File: src/rtl/host_port_consts.vh
`ifndef HOST_PORT_CONSTS_VH
`define HOST_PORT_CONSTS_VH
// Bus widths.
`define HP_ADDR_W        6
`define HP_DATA_W        8
// Number of addressable register words behind the port.
`define HP_NUM_REGS      64
// Interrupt vector register location in the local register file.
`define HP_IVR_ADDR      6'h3c
// Threshold register location.
`define HP_THRESH_ADDR   6'h3d
// Source enable register location.
`define HP_ENABLE_ADDR   6'h3e
// Current interrupt register location, read only.
`define HP_CIR_ADDR      6'h3f
// Reset values.
`define HP_IVR_RST       8'h00
`define HP_THRESH_RST    8'h00
`define HP_ENABLE_RST    8'h00
`define HP_CIR_RST       8'h00
// Wait countdown load; acknowledge comes this many cycles plus one after the strobe is seen.
`define HP_ACK_DELAY     2'h1
`endif

File: src/rtl/host_bus_interrupt_port.v
// What this block does
// - An access is requested only while chip select is low with read or write strobe.
// - The six-bit address chooses the register read or written.
// - The eight-bit data bus is driven only for read data or vector.
// - Read strobe with chip select drives the addressed register onto the bus.
// - Write strobe with chip select stores bus data into the addressed register.
// - Data acknowledge, open-drain and active low, follows every access.
// - On reads, acknowledge comes only once valid data is on the bus.
// - On writes, acknowledge comes only after data has been captured.
// - Interrupt request goes low when an enabled source level exceeds the threshold.
// - Interrupt acknowledge returns the vector, possibly modified, with data acknowledge.
// - Each interrupt acknowledge updates the current interrupt register.
// - Master reset releases request and acknowledge and clears vector, enable and current interrupt registers, not the threshold.
`timescale 1ns/1ns
`include "host_port_consts.vh"
module host_bus_interrupt_port (
  input  wire       mclk_i,
  input  wire       arst_n_i,
  input  wire       master_reset_i,
  input  wire       chip_select_n_i,
  input  wire       read_strobe_n_i,
  input  wire       write_strobe_n_i,
  input  wire       interrupt_acknowledge_n_i,
  input  wire [5:0] register_address_i,
  input  wire [7:0] host_data_bus_i,
  output reg  [7:0] host_data_bus_o,
  output wire       host_data_bus_oe_o,
  output wire       data_acknowledge_n_o,
  output wire       data_acknowledge_n_oe_o,
  output wire       interrupt_request_n_o,
  output wire       interrupt_request_n_oe_o,
  input  wire [3:0] channel_source_valid_i,
  input  wire [7:0] channel_source_level_i,
  input  wire [1:0] channel_source_id_i,
  output wire [7:0] current_interrupt_o
);

  // Cycle states.
  localparam [1:0] ST_IDLE = 2'b00;
  localparam [1:0] ST_WAIT = 2'b01;
  localparam [1:0] ST_ACK  = 2'b10;
  localparam [1:0] ST_DONE = 2'b11;

  // Kinds of cycle.
  localparam [1:0] K_RD  = 2'b00;
  localparam [1:0] K_WR  = 2'b01;
  localparam [1:0] K_IAK = 2'b10;

  // Three-stage synchronisers for the host strobes; index 0 is the first stage.
  reg  [2:0] cs_s_q;
  reg  [2:0] rd_s_q;
  reg  [2:0] wr_s_q;
  reg  [2:0] iak_s_q;
  reg        cs_n_q;
  reg        rd_n_q;
  reg        wr_n_q;
  reg        iak_n_q;

  reg  [1:0] state_q;
  reg  [1:0] kind_q;
  reg  [1:0] dly_q;
  reg        drive_q;
  reg  [5:0] addr_q;
  reg  [7:0] regs_q [0:`HP_NUM_REGS-1];
  reg  [7:0] ivr_q;
  reg  [7:0] thresh_q;
  reg  [7:0] enable_q;
  reg  [7:0] cir_q;
  reg        irq_q;

  wire       req_rd;
  wire       req_wr;
  wire       req_iak;
  wire       hit_any;
  wire       start_active;
  wire [7:0] vector_mod;

  // A level only counts once stages two and three agree, so a glitch cannot start a cycle.
  always @(posedge mclk_i or negedge arst_n_i) begin
    if (!arst_n_i) begin
      cs_s_q  <= 3'h7;
      rd_s_q  <= 3'h7;
      wr_s_q  <= 3'h7;
      iak_s_q <= 3'h7;
      cs_n_q  <= 1'b1;
      rd_n_q  <= 1'b1;
      wr_n_q  <= 1'b1;
      iak_n_q <= 1'b1;
    end else begin
      cs_s_q  <= {cs_s_q[1:0], chip_select_n_i};
      rd_s_q  <= {rd_s_q[1:0], read_strobe_n_i};
      wr_s_q  <= {wr_s_q[1:0], write_strobe_n_i};
      iak_s_q <= {iak_s_q[1:0], interrupt_acknowledge_n_i};
      if (cs_s_q[1] == cs_s_q[2]) cs_n_q <= cs_s_q[2];
      if (rd_s_q[1] == rd_s_q[2]) rd_n_q <= rd_s_q[2];
      if (wr_s_q[1] == wr_s_q[2]) wr_n_q <= wr_s_q[2];
      if (iak_s_q[1] == iak_s_q[2]) iak_n_q <= iak_s_q[2];
    end
  end

  // Register accesses need chip select; the acknowledge cycle relies on it being high.
  assign req_rd  = !cs_n_q && !rd_n_q;
  assign req_wr  = !cs_n_q && !wr_n_q && rd_n_q;
  assign req_iak = cs_n_q && !iak_n_q;

  // Whichever request opened the cycle must be released before the next one starts.
  assign start_active = (kind_q == K_RD)  ? req_rd :
                        (kind_q == K_WR)  ? req_wr : req_iak;

  // Vector is modified by the serviced channel number in its low two bits.
  assign vector_mod = {ivr_q[7:2], channel_source_id_i};

  // Interrupt raised by any enabled source above the programmed threshold.
  assign hit_any = |(channel_source_valid_i & enable_q[3:0]) &&
                   (channel_source_level_i > thresh_q);

  // Reads pick the named registers first, the general file otherwise.
  function [7:0] read_mux;
    input [5:0] a;
    begin
      case (a)
        `HP_IVR_ADDR:    read_mux = ivr_q;
        `HP_THRESH_ADDR: read_mux = thresh_q;
        `HP_ENABLE_ADDR: read_mux = enable_q;
        `HP_CIR_ADDR:    read_mux = cir_q;
        default:         read_mux = regs_q[a];
      endcase
    end
  endfunction

  // Cycle controller: capture, wait two cycles, acknowledge, then hold until release.
  always @(posedge mclk_i or negedge arst_n_i) begin
    if (!arst_n_i) begin
      state_q         <= ST_IDLE;
      kind_q          <= K_RD;
      dly_q           <= 2'h0;
      drive_q         <= 1'b0;
      addr_q          <= 6'h00;
      host_data_bus_o <= 8'h00;
      ivr_q           <= `HP_IVR_RST;
      thresh_q        <= `HP_THRESH_RST;
      enable_q        <= `HP_ENABLE_RST;
      cir_q           <= `HP_CIR_RST;
    end else if (master_reset_i) begin
      state_q         <= ST_IDLE;
      drive_q         <= 1'b0;
      ivr_q           <= `HP_IVR_RST;
      enable_q        <= `HP_ENABLE_RST;
      cir_q           <= `HP_CIR_RST;
    end else begin
      case (state_q)
        ST_IDLE: begin
          dly_q <= `HP_ACK_DELAY;
          if (req_iak) begin
            kind_q          <= K_IAK;
            host_data_bus_o <= vector_mod;
            cir_q           <= {channel_source_level_i[5:0], channel_source_id_i};
            drive_q         <= 1'b1;
            state_q         <= ST_WAIT;
          end else if (req_rd) begin
            kind_q          <= K_RD;
            addr_q          <= register_address_i;
            host_data_bus_o <= read_mux(register_address_i);
            drive_q         <= 1'b1;
            state_q         <= ST_WAIT;
          end else if (req_wr) begin
            kind_q  <= K_WR;
            addr_q  <= register_address_i;
            state_q <= ST_WAIT;
          end
        end
        ST_WAIT: begin
          // Address and data are settled by now, so the write lands here.
          if (kind_q == K_WR) begin
            case (addr_q)
              `HP_IVR_ADDR:    ivr_q    <= host_data_bus_i;
              `HP_THRESH_ADDR: thresh_q <= host_data_bus_i;
              `HP_ENABLE_ADDR: enable_q <= host_data_bus_i;
              default:         ;
            endcase
          end
          if (!start_active) begin
            drive_q <= 1'b0;
            state_q <= ST_DONE;
          end else if (dly_q == 2'h0) begin
            state_q <= ST_ACK;
          end else begin
            dly_q <= dly_q - 2'h1;
          end
        end
        ST_ACK: begin
          if (!start_active) begin
            drive_q <= 1'b0;
            state_q <= ST_DONE;
          end
        end
        ST_DONE: begin
          // Wait until no read, write or acknowledge request is active so one access is not taken twice.
          if (!req_rd && !req_wr && !req_iak) state_q <= ST_IDLE;
        end
        default: state_q <= ST_IDLE;
      endcase
    end
  end

  // General file written by the same capture; the named registers shadow their words.
  always @(posedge mclk_i) begin
    if (state_q == ST_WAIT && kind_q == K_WR && !master_reset_i) begin
      regs_q[addr_q] <= host_data_bus_i;
    end
  end

  // Request line registered so it never glitches on the shared wire.
  always @(posedge mclk_i or negedge arst_n_i) begin
    if (!arst_n_i) begin
      irq_q <= 1'b0;
    end else if (master_reset_i) begin
      irq_q <= 1'b0;
    end else begin
      irq_q <= hit_any;
    end
  end

  // Open-drain pins only ever pull low; the enable carries the assertion.
  assign host_data_bus_oe_o       = drive_q;
  assign data_acknowledge_n_o     = 1'b0;
  assign data_acknowledge_n_oe_o  = (state_q == ST_ACK);
  assign interrupt_request_n_o    = 1'b0;
  assign interrupt_request_n_oe_o = irq_q;
  assign current_interrupt_o      = cir_q;

endmodule // host_bus_interrupt_port

File: config.mk
export PLATFORM = sky130hd
export DESIGN_NAME = host_bus_interrupt_port
export DESIGN_NICKNAME = d
export VERILOG_FILES = /design/src/rtl/host_bus_interrupt_port.v
export VERILOG_INCLUDE_DIRS = /design/src /design/src/rtl
export SDC_FILE = /design/constraint.sdc
export NUM_CORES = 1
export LEC_CHECK = 0
export BUFFER_PORTS_ARGS = -buffer_cell sky130_fd_sc_hd__buf_2
export CAP_MARGIN = 20
export CORE_MARGIN = 5
export CORE_UTILIZATION = 29
export DETAILED_ROUTE_END_ITERATION = 16
export SKIP_LAST_GASP = 1
export SLEW_MARGIN = 30
export SYNTH_ARGS = -nofsm -noshare
export SYNTH_HDL_FRONTEND = slang
export SYNTH_SLANG_ARGS = --single-unit
File: constraint.sdc
create_clock -name mclk_i -period 5.3 [get_ports mclk_i]
set_clock_uncertainty 0.2 [all_clocks]
set_input_delay 1.06 -clock mclk_i [delete_from_list [all_inputs] [get_ports mclk_i]]
set_output_delay 1.06 -clock mclk_i [all_outputs]
set_load 0.01 [all_outputs]
==> summary.txt, run 1 <==
Drt
  – Post-DRT Antenna Nets: 0
  – WL final: 56160 um
  – DR DRC count: 0
  – Vias/cell: 4.945
  – Drt first pass iters: 5
  – Via count: 11970
  – DR WL/cell: 23.21 um
  – Initial drt markers: 1130

Setup path
  – CP delay by family, top: simple AND/OR/NAND/NOR gates
  – WS Path Type: reg -> reg
  – Reg-to-reg critical path startpoint: state_q[1]
  – CP arrival: 3.57 ns
  – Crit Reg-Reg Endpoint: regs_q[55][2]
  – Critical path peak fanout: 8
  – CP Cell Sequence: inv_1 -> ha_1 -> nand4b_1 -> nor2_1 -> nand3_1 -> nor2_1
  – CP bufs+invs: 1
  – Req. time, crit path: 5.34 ns
  – R2R Setup Slk: 1.77 ns
  – Slowest stage cell on the critical path: nor2_1
  – Levels on crit path: 6
  – Crit start category: flip-flop
  – Reg2reg path depth: 6
  – Most frequent CP cell: nor2_1
  – Worst setup EP type: flip-flop
  – CP max stage delay: 0.94 ns

Yosys
  – Synth async-reset ratio: 12.11%
  – Synth top area cells: edfxtp_1 (66%), mux4_2 (14%), dfrtp_1 (5.8%)
  – Largest area contributor in the netlist: edfxtp_1
  – Netlist cell types: 58
  – Mapped Area: 23230 um^2
  – Post-synth EDFFs: 508
  – #FFs+latches synth: 578
  – Post-Syn Instances: 1216
  – Synthesized area per cell: 19.10 um^2
  – Sequential cell area fraction in the yosys report: 73.30%
  – Yosys warning count: 0
  – Top_reg_cell synth: edfxtp_1
  – Synth top area share: 65.68%
  – Synth cell count leaders: edfxtp_1 (508), mux4_2 (142), nor2_1 (104)
  – Cell with the most instances after synthesis: edfxtp_1

Timing
  – Slew headroom: 32.95%
  – Max Slew Vio Count: 0
  – Slack of the critical path: 1.771 ns
  – Slew @ Worst Pin: 1.002 ns
  – Endpoints failing hold: 0
  – RSZ-0062 raised after global routing: no
  – Total negative slack: 0 ns
  – Min Tclk post-route: 3.529 ns
  – Period utilization: 66.59%
  – # setup viols final: 0
  – Fmax: 283.3 MHz

GRT
  – GR Util met1: 18.03%
  – Largest net degree at the start of global routing: 68
  – First-pass GRT wire length: 83310 um
  – Antenna violations before repair: 9
  – Grt total ovfl: 0
  – Total global routing track utilization: 12.83%
  – Met2 global-route usage: 20.20%
  – Vias in the first global route: 12330
  – Met3 usage in global routing: 3.001%
  – GR peak layer: met2

Die
  – Die area: 85850 um^2
  – Core ar.: 79260 um^2
  – Row count: 103
  – I/O pin cnt: 56
  – Die width: 293.0 um
  – Die height: 293.0 um
  – Initial cell density of the core: 29.31%

Place
  – Placed Cells incl. Taps: 2308
  – IO Port Bufs: 53
  – Setup WS pre-CTS: 1.351 ns
  – Final GP Congestion: 0.7949
  – DP Wirelength: 35360 um

Clock tree
  – Root Buffer: clkbuf_16
  – Max clock buf depth: 3
  – CTS buffer count: 58
  – Post-CTS Resized: 0
  – Worst-skew pair later-pin latency: 0.63 ns
  – Clk pin slew, worst setup/hold paths: 0.06 ns
  – Total setup buffers inserted after CTS: 0
  – Clk sinks: 578
  – Hold buffer count at cts: 0
  – TritonCTS clock tree: done
  – H-tree Lvls: 2

Hold path
  – Hold Path End: iak_s_q[1]
  – Hold Startpoint: iak_s_q[0]
  – Hold Path Depth: 0
  – HP Class: reg -> reg

Pwr
  – Leak Pwr: 8.845 nW
  – PwrDens: 382.3 nW/um^2
  – Peak VDD IR: 239.5 uV
  – Power consumption: 0.01029 W

Run
  – Total of max-cap violations: 0

Finish
  – Final cell count without fillers: 2420
  – Fin util: 33.97%
  – Nets: 1367
  – Fill cell count: 7412
  – Share of cells above drive strength 1: 29.11%
  – Area Overhead vs Synth: 15.92%
  – Area of the multi-input gates: 5814 um^2
  – Register area: 17030 um^2

Run status
  – Outcome: completed
[worst register-to-register path, delay by kind of cell (launching register included)]
kind                       cells  cell delay [ns]
buffers and inverters          1             0.13
DFF                            1             0.43
and+or+nand+nor                4             2.05
adders and majority gates      1             0.33
[cell usage in the layout (no fill, tap or decap), types with 6 or more instances in the layout]
master	count
clkinv_2	20
nand2b_1	8
buf_2	49
nand3_1	16
o21ai_0	19
buf_4	51
o21ai_1	10
mux4_2	142
mux2i_1	42
clkinvlp_4	7
bufinv_16	6
nor2_1	100
a221oi_1	8
mux2_2	23
nand3b_1	6
nand2_1	53
o211ai_1	6
nor2b_1	12
edfxtp_1	508
inv_1	17
o22ai_1	6
ha_1	14
dfstp_2	16
clkbuf_16	59
a21oi_1	19
a22oi_1	6
dfrtp_1	54
[sequential cells by signal (all words and copies together) (netlist names), 3 cells and up]
name	count
addr_q	6
cs_s_q	3
current_interrupt_o	8
enable_q	8
host_data_bus_o	8
iak_s_q	3
ivr_q	8
rd_s_q	3
regs_q	508
thresh_q	8
wr_s_q	3
[power breakdown]
part | leakage (nW) | switching [W] | internal (W)
clock network | 0.960 | 0.00177 | 0.00240
registers | 5.42 | 0.000126 | 0.00506
logic | 2.47 | 0.000578 | 0.000360
total | 8.84 | 0.00247 | 0.00782
[metrics by stage]
step | cell area [um^2] | hold slack, ns
after global routing | 26920 | 0.1620
after global placement | 24960 | 0.1462
after CTS | 26910 | 0.1561
final | 26930 | 0.1556
after floorplan | 23230 | 0.1452
after detailed placement | 24960 | 0.1470
[layout make-up]
class / count / area share [%]
Antenna cell: 3 / 0.02788
Clock buffer: 70 / 5.795
Clock inverter: 39 / 1.436
Inverter: 17 / 0.2370
Multi-Input combinational cell: 556 / 21.59
Sequential cell: 578 / 63.23
Tap cell: 1050 / 4.879
Timing Repair Buffer: 107 / 2.797
[metal layers]
metal	vias to the layer above	wire length (um)
li1	5100	-
met1	6335	24160
met2	443	26200
met3	82	4461
met4	8	1295
met5	-	44
[worst max-delay path by stage]
| stage | slack, ns | to | startpoint |
|---|---|---|---|
| detailed placement | 1.35 | host_data_bus_o[1] | register_address_i[0] |
| CTS | 1.79 | regs_q[55][2] | state_q[1] |
| floorplan | 2.07 | host_data_bus_o[6] | register_address_i[0] |
| global placement | 1.35 | host_data_bus_o[4] | register_address_i[0] |
| global route | 1.59 | regs_q[55][1] | state_q[1] |
| finish | 1.77 | regs_q[55][2] | state_q[1] |
[cell families after synthesis]
kind of cell	after synthesis	share of synthesized area (%)
other	1	0.01614
buffers and inverters	83	1.724
flip-flops	578	73.30
AO/OA/AOI/OAI	105	3.006
adder cells (fa/ha/maj)	18	0.9265
AND/OR/NAND/NOR	223	4.282
multiplexers	208	16.74
Power figures use the tool's default switching activity.
==> run 2, diff against run 1 <==
==> constraint.sdc (replaced) <==
create_clock -name mclk_i -period 3.3 [get_ports mclk_i]
set_clock_uncertainty 0.2 [all_clocks]
set_input_delay 0.66 -clock mclk_i [delete_from_list [all_inputs] [get_ports mclk_i]]
set_output_delay 0.66 -clock mclk_i [all_outputs]
set_load 0.01 [all_outputs]
==> summary.txt, run 2 (same netlist as run 1, synthesis figures left out) <==
Clock tree
  – Max clock buf depth: 3 (unchanged)
  – Clk pin slew, worst setup/hold paths: 0.07 ns (was 0.06 ns)
  – Root Buffer: clkbuf_16 (unchanged)
  – H-tree Lvls: 2 (unchanged)
  – TritonCTS clock tree: done (unchanged)
  – CTS buffer count: 58 (unchanged)
  – Worst-skew pair later-pin latency: 0.63 ns (about the same)
  – Clk sinks: 578 (unchanged)

Timing
  – Slew @ Worst Pin: 0.7927 ns (was 1.002 ns)
  – # setup viols final: 0 (unchanged)
  – Fmax: 334.6 MHz (was 283.3 MHz)
  – Period utilization: 90.56% (was 66.59%)
  – RSZ-0062 raised after global routing: no (unchanged)
  – Slew headroom: 47.16% (was 32.95%)
  – Slack of the critical path: 0.3114 ns (was 1.771 ns)
  – Max Slew Vio Count: 0 (unchanged)
  – Min Tclk post-route: 2.989 ns (was 3.529 ns)
  – Endpoints failing hold: 0 (unchanged)
  – Total negative slack: 0 ns (unchanged)

Finish
  – Most flop-heavy register: regs_q (unchanged)
  – Register area: 17030 um^2 (unchanged)
  – Fill cell count: 7378 (was 7412)
  – Most common cell after layout, fill and taps aside: edfxtp_1 (unchanged)
  – Area Overhead vs Synth: 18.78% (was 15.92%)
  – Area of the multi-input gates: 5804 um^2 (was 5814 um^2)
  – Share of cells above drive strength 1: 31.10% (was 29.11%)
  – Commonest cells after routing, fill and taps aside: edfxtp_1 (508), mux4_2 (142), buf_4 (119), nor2_1 (104), clkbuf_16 (59) (was edfxtp_1 (508), mux4_2 (142), nor2_1 (100), clkbuf_16 (59), dfrtp_1 (54))
  – Nets: 1451 (was 1367)
  – Max FFs per register: 508 (unchanged)

Die
  – Die height: 293.0 um (unchanged)
  – Row count: 103 (unchanged)
  – Die width: 293.0 um (unchanged)
  – Die area: 85850 um^2 (unchanged)
  – I/O pin cnt: 56 (unchanged)
  – Initial cell density of the core: 29.31% (unchanged)
  – Core ar.: 79260 um^2 (unchanged)

Drt
  – Via count: 12270 (was 11970)
  – DR DRC count: 0 (unchanged)
  – Initial drt markers: 1106 (was 1130)
  – Post-DRT Antenna Nets: 0 (unchanged)
  – Drt first pass iters: 5 (unchanged)
  – DR WL/cell: 22.88 um (was 23.21 um)
  – Vias/cell: 4.895 (was 4.945)
  – WL final: 57340 um (was 56160 um)

GRT
  – Grt total ovfl: 0 (unchanged)
  – First-pass GRT wire length: 84980 um (was 83310 um)
  – Vias in the first global route: 12560 (was 12330)
  – Total global routing track utilization: 13.13% (was 12.83%)
  – Antenna violations before repair: 10 (was 9)
  – Largest net degree at the start of global routing: 68 (unchanged)

Place
  – IO Port Bufs: 53 (unchanged)
  – Setup WS pre-CTS: 0.07241 ns (was 1.351 ns)
  – Final GP Congestion: 0.8255 (was 0.7949)
  – DP Wirelength: 37510 um (was 35360 um)

Pwr
  – Power consumption: 0.01640 W (was 0.01029 W)
  – Leak Pwr: 9.269 nW (was 8.845 nW)
  – PwrDens: 594.6 nW/um^2 (was 382.3 nW/um^2)
  – Peak VDD IR: 451.9 uV (was 239.5 uV)

Run status
  – Outcome: completed (unchanged)

Setup path
  – Req. time, crit path: 3.43 ns (was 5.34 ns)
  – WS Path Type: reg -> reg (unchanged)
  – Crit start category: flip-flop (unchanged)
  – Worst setup EP type: flip-flop (unchanged)
  – Critical path peak fanout: 8 (unchanged)
  – CP arrival: 3.11 ns (was 3.57 ns)

Run
  – Total of max-cap violations: 0 (unchanged)

Hold path
  – HP Class: in -> reg (was reg -> reg)
==> run 2: changes by cell type in the layout (fill, tap and decap cells not counted), sizes merged <==
cell and delta:
clkbuf +3, diode +3, inv -1, dlygate4sd3 +5
clkinvlp -6, buf +79, clkinv +3
==> run 2: final cells by class <==
| type | instances | area share (%) |
|---|---|---|
| Timing Repair Buffer | 191 | 5.451 |
| Clock buffer | 73 | 5.542 |
| Antenna cell | 6 | 0.05442 |
| Multi-Input combinational cell | 556 | 21.04 |
| Sequential cell | 578 | 61.71 |
| Tap cell | 1050 | 4.762 |
| Inverter | 17 | 0.2313 |
| Clock inverter | 35 | 1.211 |
==> run 2: critical path, stage by stage (launching register included) <==
cell,delay [ns]
dfrtp_1,0.43
inv_1,0.12
ha_1,0.33
nand4b_1,0.18
nor2_1,0.36
nand2_1,0.47
nor2_1,0.36
buf_4,0.24
==> run 2: metal layers <==
metal	global-route usage [%]	vias up	wire length [um]
li1	-	5269	-
met1	18.77	6434	25000
met2	20.10	468	26140
met3	3.235	92	4700
met4	3.764	4	1475
met5	0	-	21
==> run 2: timing repair <==
| item | 4_1_cts | 5_1_grt |
|---|---|---|
| gates resized for setup | 0 | 0 |
| hold buffers | 5 | 0 |
| setup buffers | 0 | 0 |
| endpoints found under the hold margin | 8 | 0 |
| setup endpoints to repair | 0 | 0 |
==> run 2: per-stage QoR <==
stage	instances	util (%)	cell area, um^2	hold WS, ns
after floorplan	1217	-	23230	0.1452
after global placement	2387	32.38	25660	0.1491
after detailed placement	2387	32.38	25660	0.1475
after CTS	2500	34.79	27580	0.08112
after global routing	2500	34.79	27580	0.1065
final	2506	34.81	27590	0.1214
==> run 2: worst paths after layout <==
path / startpoint / endpoint / slack (ns) / cells past startpoint
min reg2reg: iak_s_q[0] / iak_s_q[1] / 0.14 / 0
min in group asynchronous: arst_n_i / kind_q[0] / 0.34 / 2
max in group asynchronous: arst_n_i / thresh_q[0] / 1.79 / 3
min: channel_source_id_i[1] / current_interrupt_o[1] / 0.12 / 3
max reg2reg: state_q[1] / regs_q[4][2] / 0.31 / 7
max: state_q[1] / regs_q[4][2] / 0.31 / 7
==> run 2: power by group <==
| part | internal, W | switching (W) | total (W) |
|---|---|---|---|
| clock | 0.00374 | 0.00273 | 0.00648 |
| sequential | 0.00813 | 0.000222 | 0.00836 |
| combinational | 0.000632 | 0.000941 | 0.00157 |
==> run 3, diff against run 2 <==
--- a/config.mk
+++ b/config.mk
@@ -8,9 +8,11 @@
 export LEC_CHECK = 0
 export BUFFER_PORTS_ARGS = -buffer_cell sky130_fd_sc_hd__buf_2
 export CAP_MARGIN = 20
+export CORE_ASPECT_RATIO = 1.5
 export CORE_MARGIN = 5
 export CORE_UTILIZATION = 29
 export DETAILED_ROUTE_END_ITERATION = 16
+export MAX_ROUTING_LAYER = met4
 export SKIP_LAST_GASP = 1
 export SLEW_MARGIN = 30
 export SYNTH_ARGS = -nofsm -noshare
==> summary.txt, run 3 (same netlist as run 1, synthesis figures left out) <==
Setup path
  – Slowest stage cell on the critical path: nand3_1 (was nand2_1)
  – Req. time, crit path: 3.37 ns (was 3.43 ns)
  – Most frequent CP cell: nor2_1 (unchanged)
  – Critical path peak fanout: 8 (unchanged)
  – R2R Setup Slk: 0.53 ns (was 0.31 ns)
  – WS Path Type: reg -> reg (unchanged)
  – CP Cell Sequence: inv_1 -> ha_1 -> nand4b_1 -> nor2_1 -> nand3_1 -> nor2_1 -> buf_4 (was inv_1 -> ha_1 -> nand4b_1 -> nor2_1 -> nand2_1 -> nor2_1 -> buf_4)
  – Critical Path Source: state_q[1] (unchanged)
  – Crit Reg-Reg Endpoint: regs_q[39][0] (was regs_q[4][2])
  – Worst setup EP type: flip-flop (unchanged)
  – CP arrival: 2.84 ns (was 3.11 ns)
  – Crit start category: flip-flop (unchanged)
  – CP max stage delay: 0.50 ns (was 0.47 ns)
  – Reg2reg path depth: 7 (unchanged)
  – Last element of the critical path: regs_q[39][0] (was regs_q[4][2])
  – Reg-to-reg critical path startpoint: state_q[1] (unchanged)

Finish
  – Max FFs per register: 508 (unchanged)
  – Area Overhead vs Synth: 18.48% (was 18.78%)
  – Final cell count without fillers: 2478 (was 2506)
  – Design Area, Final: 27520 um^2 (was 27590 um^2)
  – Nets: 1452 (was 1451)
  – Most flop-heavy register: regs_q (unchanged)
  – Share of cells above drive strength 1: 31.25% (was 31.10%)
  – Most common cell after layout, fill and taps aside: edfxtp_1 (unchanged)
  – Commonest cells after routing, fill and taps aside: edfxtp_1 (508), mux4_2 (142), buf_4 (124), nor2_1 (104), dfrtp_1 (54) (was edfxtp_1 (508), mux4_2 (142), buf_4 (119), nor2_1 (104), clkbuf_16 (59))
  – Fin util: 34.50% (was 34.81%)

Pwr
  – Leak Pwr: 9.246 nW (was 9.269 nW)
  – Peak VDD IR: 390.5 uV (was 451.9 uV)
  – PwrDens: 586.7 nW/um^2 (was 594.6 nW/um^2)

Timing
  – Slack of the critical path: 0.5257 ns (was 0.3114 ns)
  – # setup viols final: 0 (unchanged)
  – Slew headroom: 39.09% (was 47.16%)
  – RSZ-0062 raised after global routing: no (unchanged)
  – Slew @ Worst Pin: 0.9137 ns (was 0.7927 ns)
  – Max Slew Vio Count: 0 (unchanged)
  – Period utilization: 84.07% (was 90.56%)
  – Total negative slack: 0 ns (unchanged)
  – Fmax: 360.5 MHz (was 334.6 MHz)
  – Endpoints failing hold: 0 (unchanged)
  – Min Tclk post-route: 2.774 ns (was 2.989 ns)

Drt
  – WL final: 59860 um (was 57340 um)
  – Vias/cell: 4.899 (was 4.895)
  – Via count: 12140 (was 12270)
  – DR DRC count: 0 (unchanged)
  – Drt first pass iters: 7 (was 5)
  – Post-DRT Antenna Nets: 0 (unchanged)
  – DR WL/cell: 24.15 um (was 22.88 um)
  – Initial drt markers: 1036 (was 1106)

Clock tree
  – Post-CTS Resized: 0 (unchanged)
  – TritonCTS clock tree: done (unchanged)
  – Max clock buf depth: 3 (unchanged)
  – Root Buffer: clkbuf_16 (unchanged)
  – CTS buffer count: 51 (was 58)
  – Clk pin slew, worst setup/hold paths: 0.06 ns (was 0.07 ns)
  – H-tree Lvls: 2 (unchanged)
  – Clk sinks: 578 (unchanged)
  – Worst-skew pair later-pin latency: 0.59 ns (was 0.63 ns)

Run
  – Total of max-cap violations: 0 (unchanged)

GRT
  – Grt total ovfl: 0 (unchanged)
  – Largest net degree at the start of global routing: 71 (was 68)
  – Antenna violations before repair: 3 (was 10)
  – First-pass GRT wire length: 88010 um (was 84980 um)
  – Vias in the first global route: 12820 (was 12560)
  – Total global routing track utilization: 14.14% (was 13.13%)

Die
  – Initial cell density of the core: 29.12% (was 29.31%)
  – Core ar.: 79770 um^2 (was 79260 um^2)
  – I/O pin cnt: 56 (unchanged)
  – Row count: 127 (was 103)
  – Die height: 356.6 um (was 293.0 um)
  – Die area: 85970 um^2 (was 85850 um^2)
  – Die width: 241.1 um (was 293.0 um)

Place
  – Final GP Congestion: 0.8864 (was 0.8255)
  – DP Wirelength: 41490 um (was 37510 um)
  – Setup WS pre-CTS: 0.1055 ns (was 0.07241 ns)
  – IO Port Bufs: 53 (unchanged)
  – Placed Area: 25740 um^2 (was 25660 um^2)
  – Placed Cells incl. Taps: 2377 (was 2387)

Run status
  – Outcome: completed (unchanged)

Hold path
  – HP Class: in -> reg (unchanged)
[run 3: worst min path at each step]
stage | startpoint | depth (start not counted) | end
after floorplan | cs_s_q[0] | 0 | cs_s_q[1]
after global placement | rd_s_q[0] | 0 | rd_s_q[1]
after detailed placement | wr_s_q[0] | 0 | wr_s_q[1]
after CTS | channel_source_id_i[1] | 3 | current_interrupt_o[1]
after global routing | channel_source_id_i[0] | 3 | current_interrupt_o[0]
final | channel_source_id_i[1] | 3 | current_interrupt_o[1]
[run 3: critical path, delay by kind of cell (launching register included)]
family	cells	cell delay [ns]
simple gates	4	1.19
buf+inv	2	0.36
fa+ha+maj	1	0.31
flops	1	0.42
[run 3: layout make-up]
type	count	area, um^2
clock buffers	59	1328
well taps	1032	1291
flip-flops and latches	578	17030
fillers	7483	52250
inverters	17	63.81
multi-input cells	556	5804
clock inverters	34	397.9
diodes	3	7.507
repair buffers	199	1602
[run 3: repair_timing]
action | CTS | global route
endpoints found under the setup margin | 0 | 0
buffers inserted | 0 | 0
hold endpoints to repair | 58 | 0
hold buffers | 5 | 0
[run 3: report_power, final]
group / switching (W) / total, W / internal, W
combinational: 0.000955 / 0.00160 / 0.000641
sequential: 0.000216 / 0.00834 / 0.00813
clock: 0.00262 / 0.00621 / 0.00358
[run 3: metrics by stage]
stage / power, W / hold WS [ns]
CTS: 0.01628 / 0.1181
global route: 0.01671 / 0.1409
finish: 0.01615 / 0.1446
floorplan: 0.009354 / 0.1452
global placement: 0.01004 / 0.1492
detailed placement: 0.01009 / 0.1478
[run 3: metal layers]
metal	global-route usage (%)	wire, um	vias up	share of wire (%)
met5	-	0	-	0
met4	5.306	2504	0	4.2
met3	2.405	3432	97	5.7
met2	24.75	31970	421	53
met1	16.24	21940	6357	37
li1	-	-	5265	-
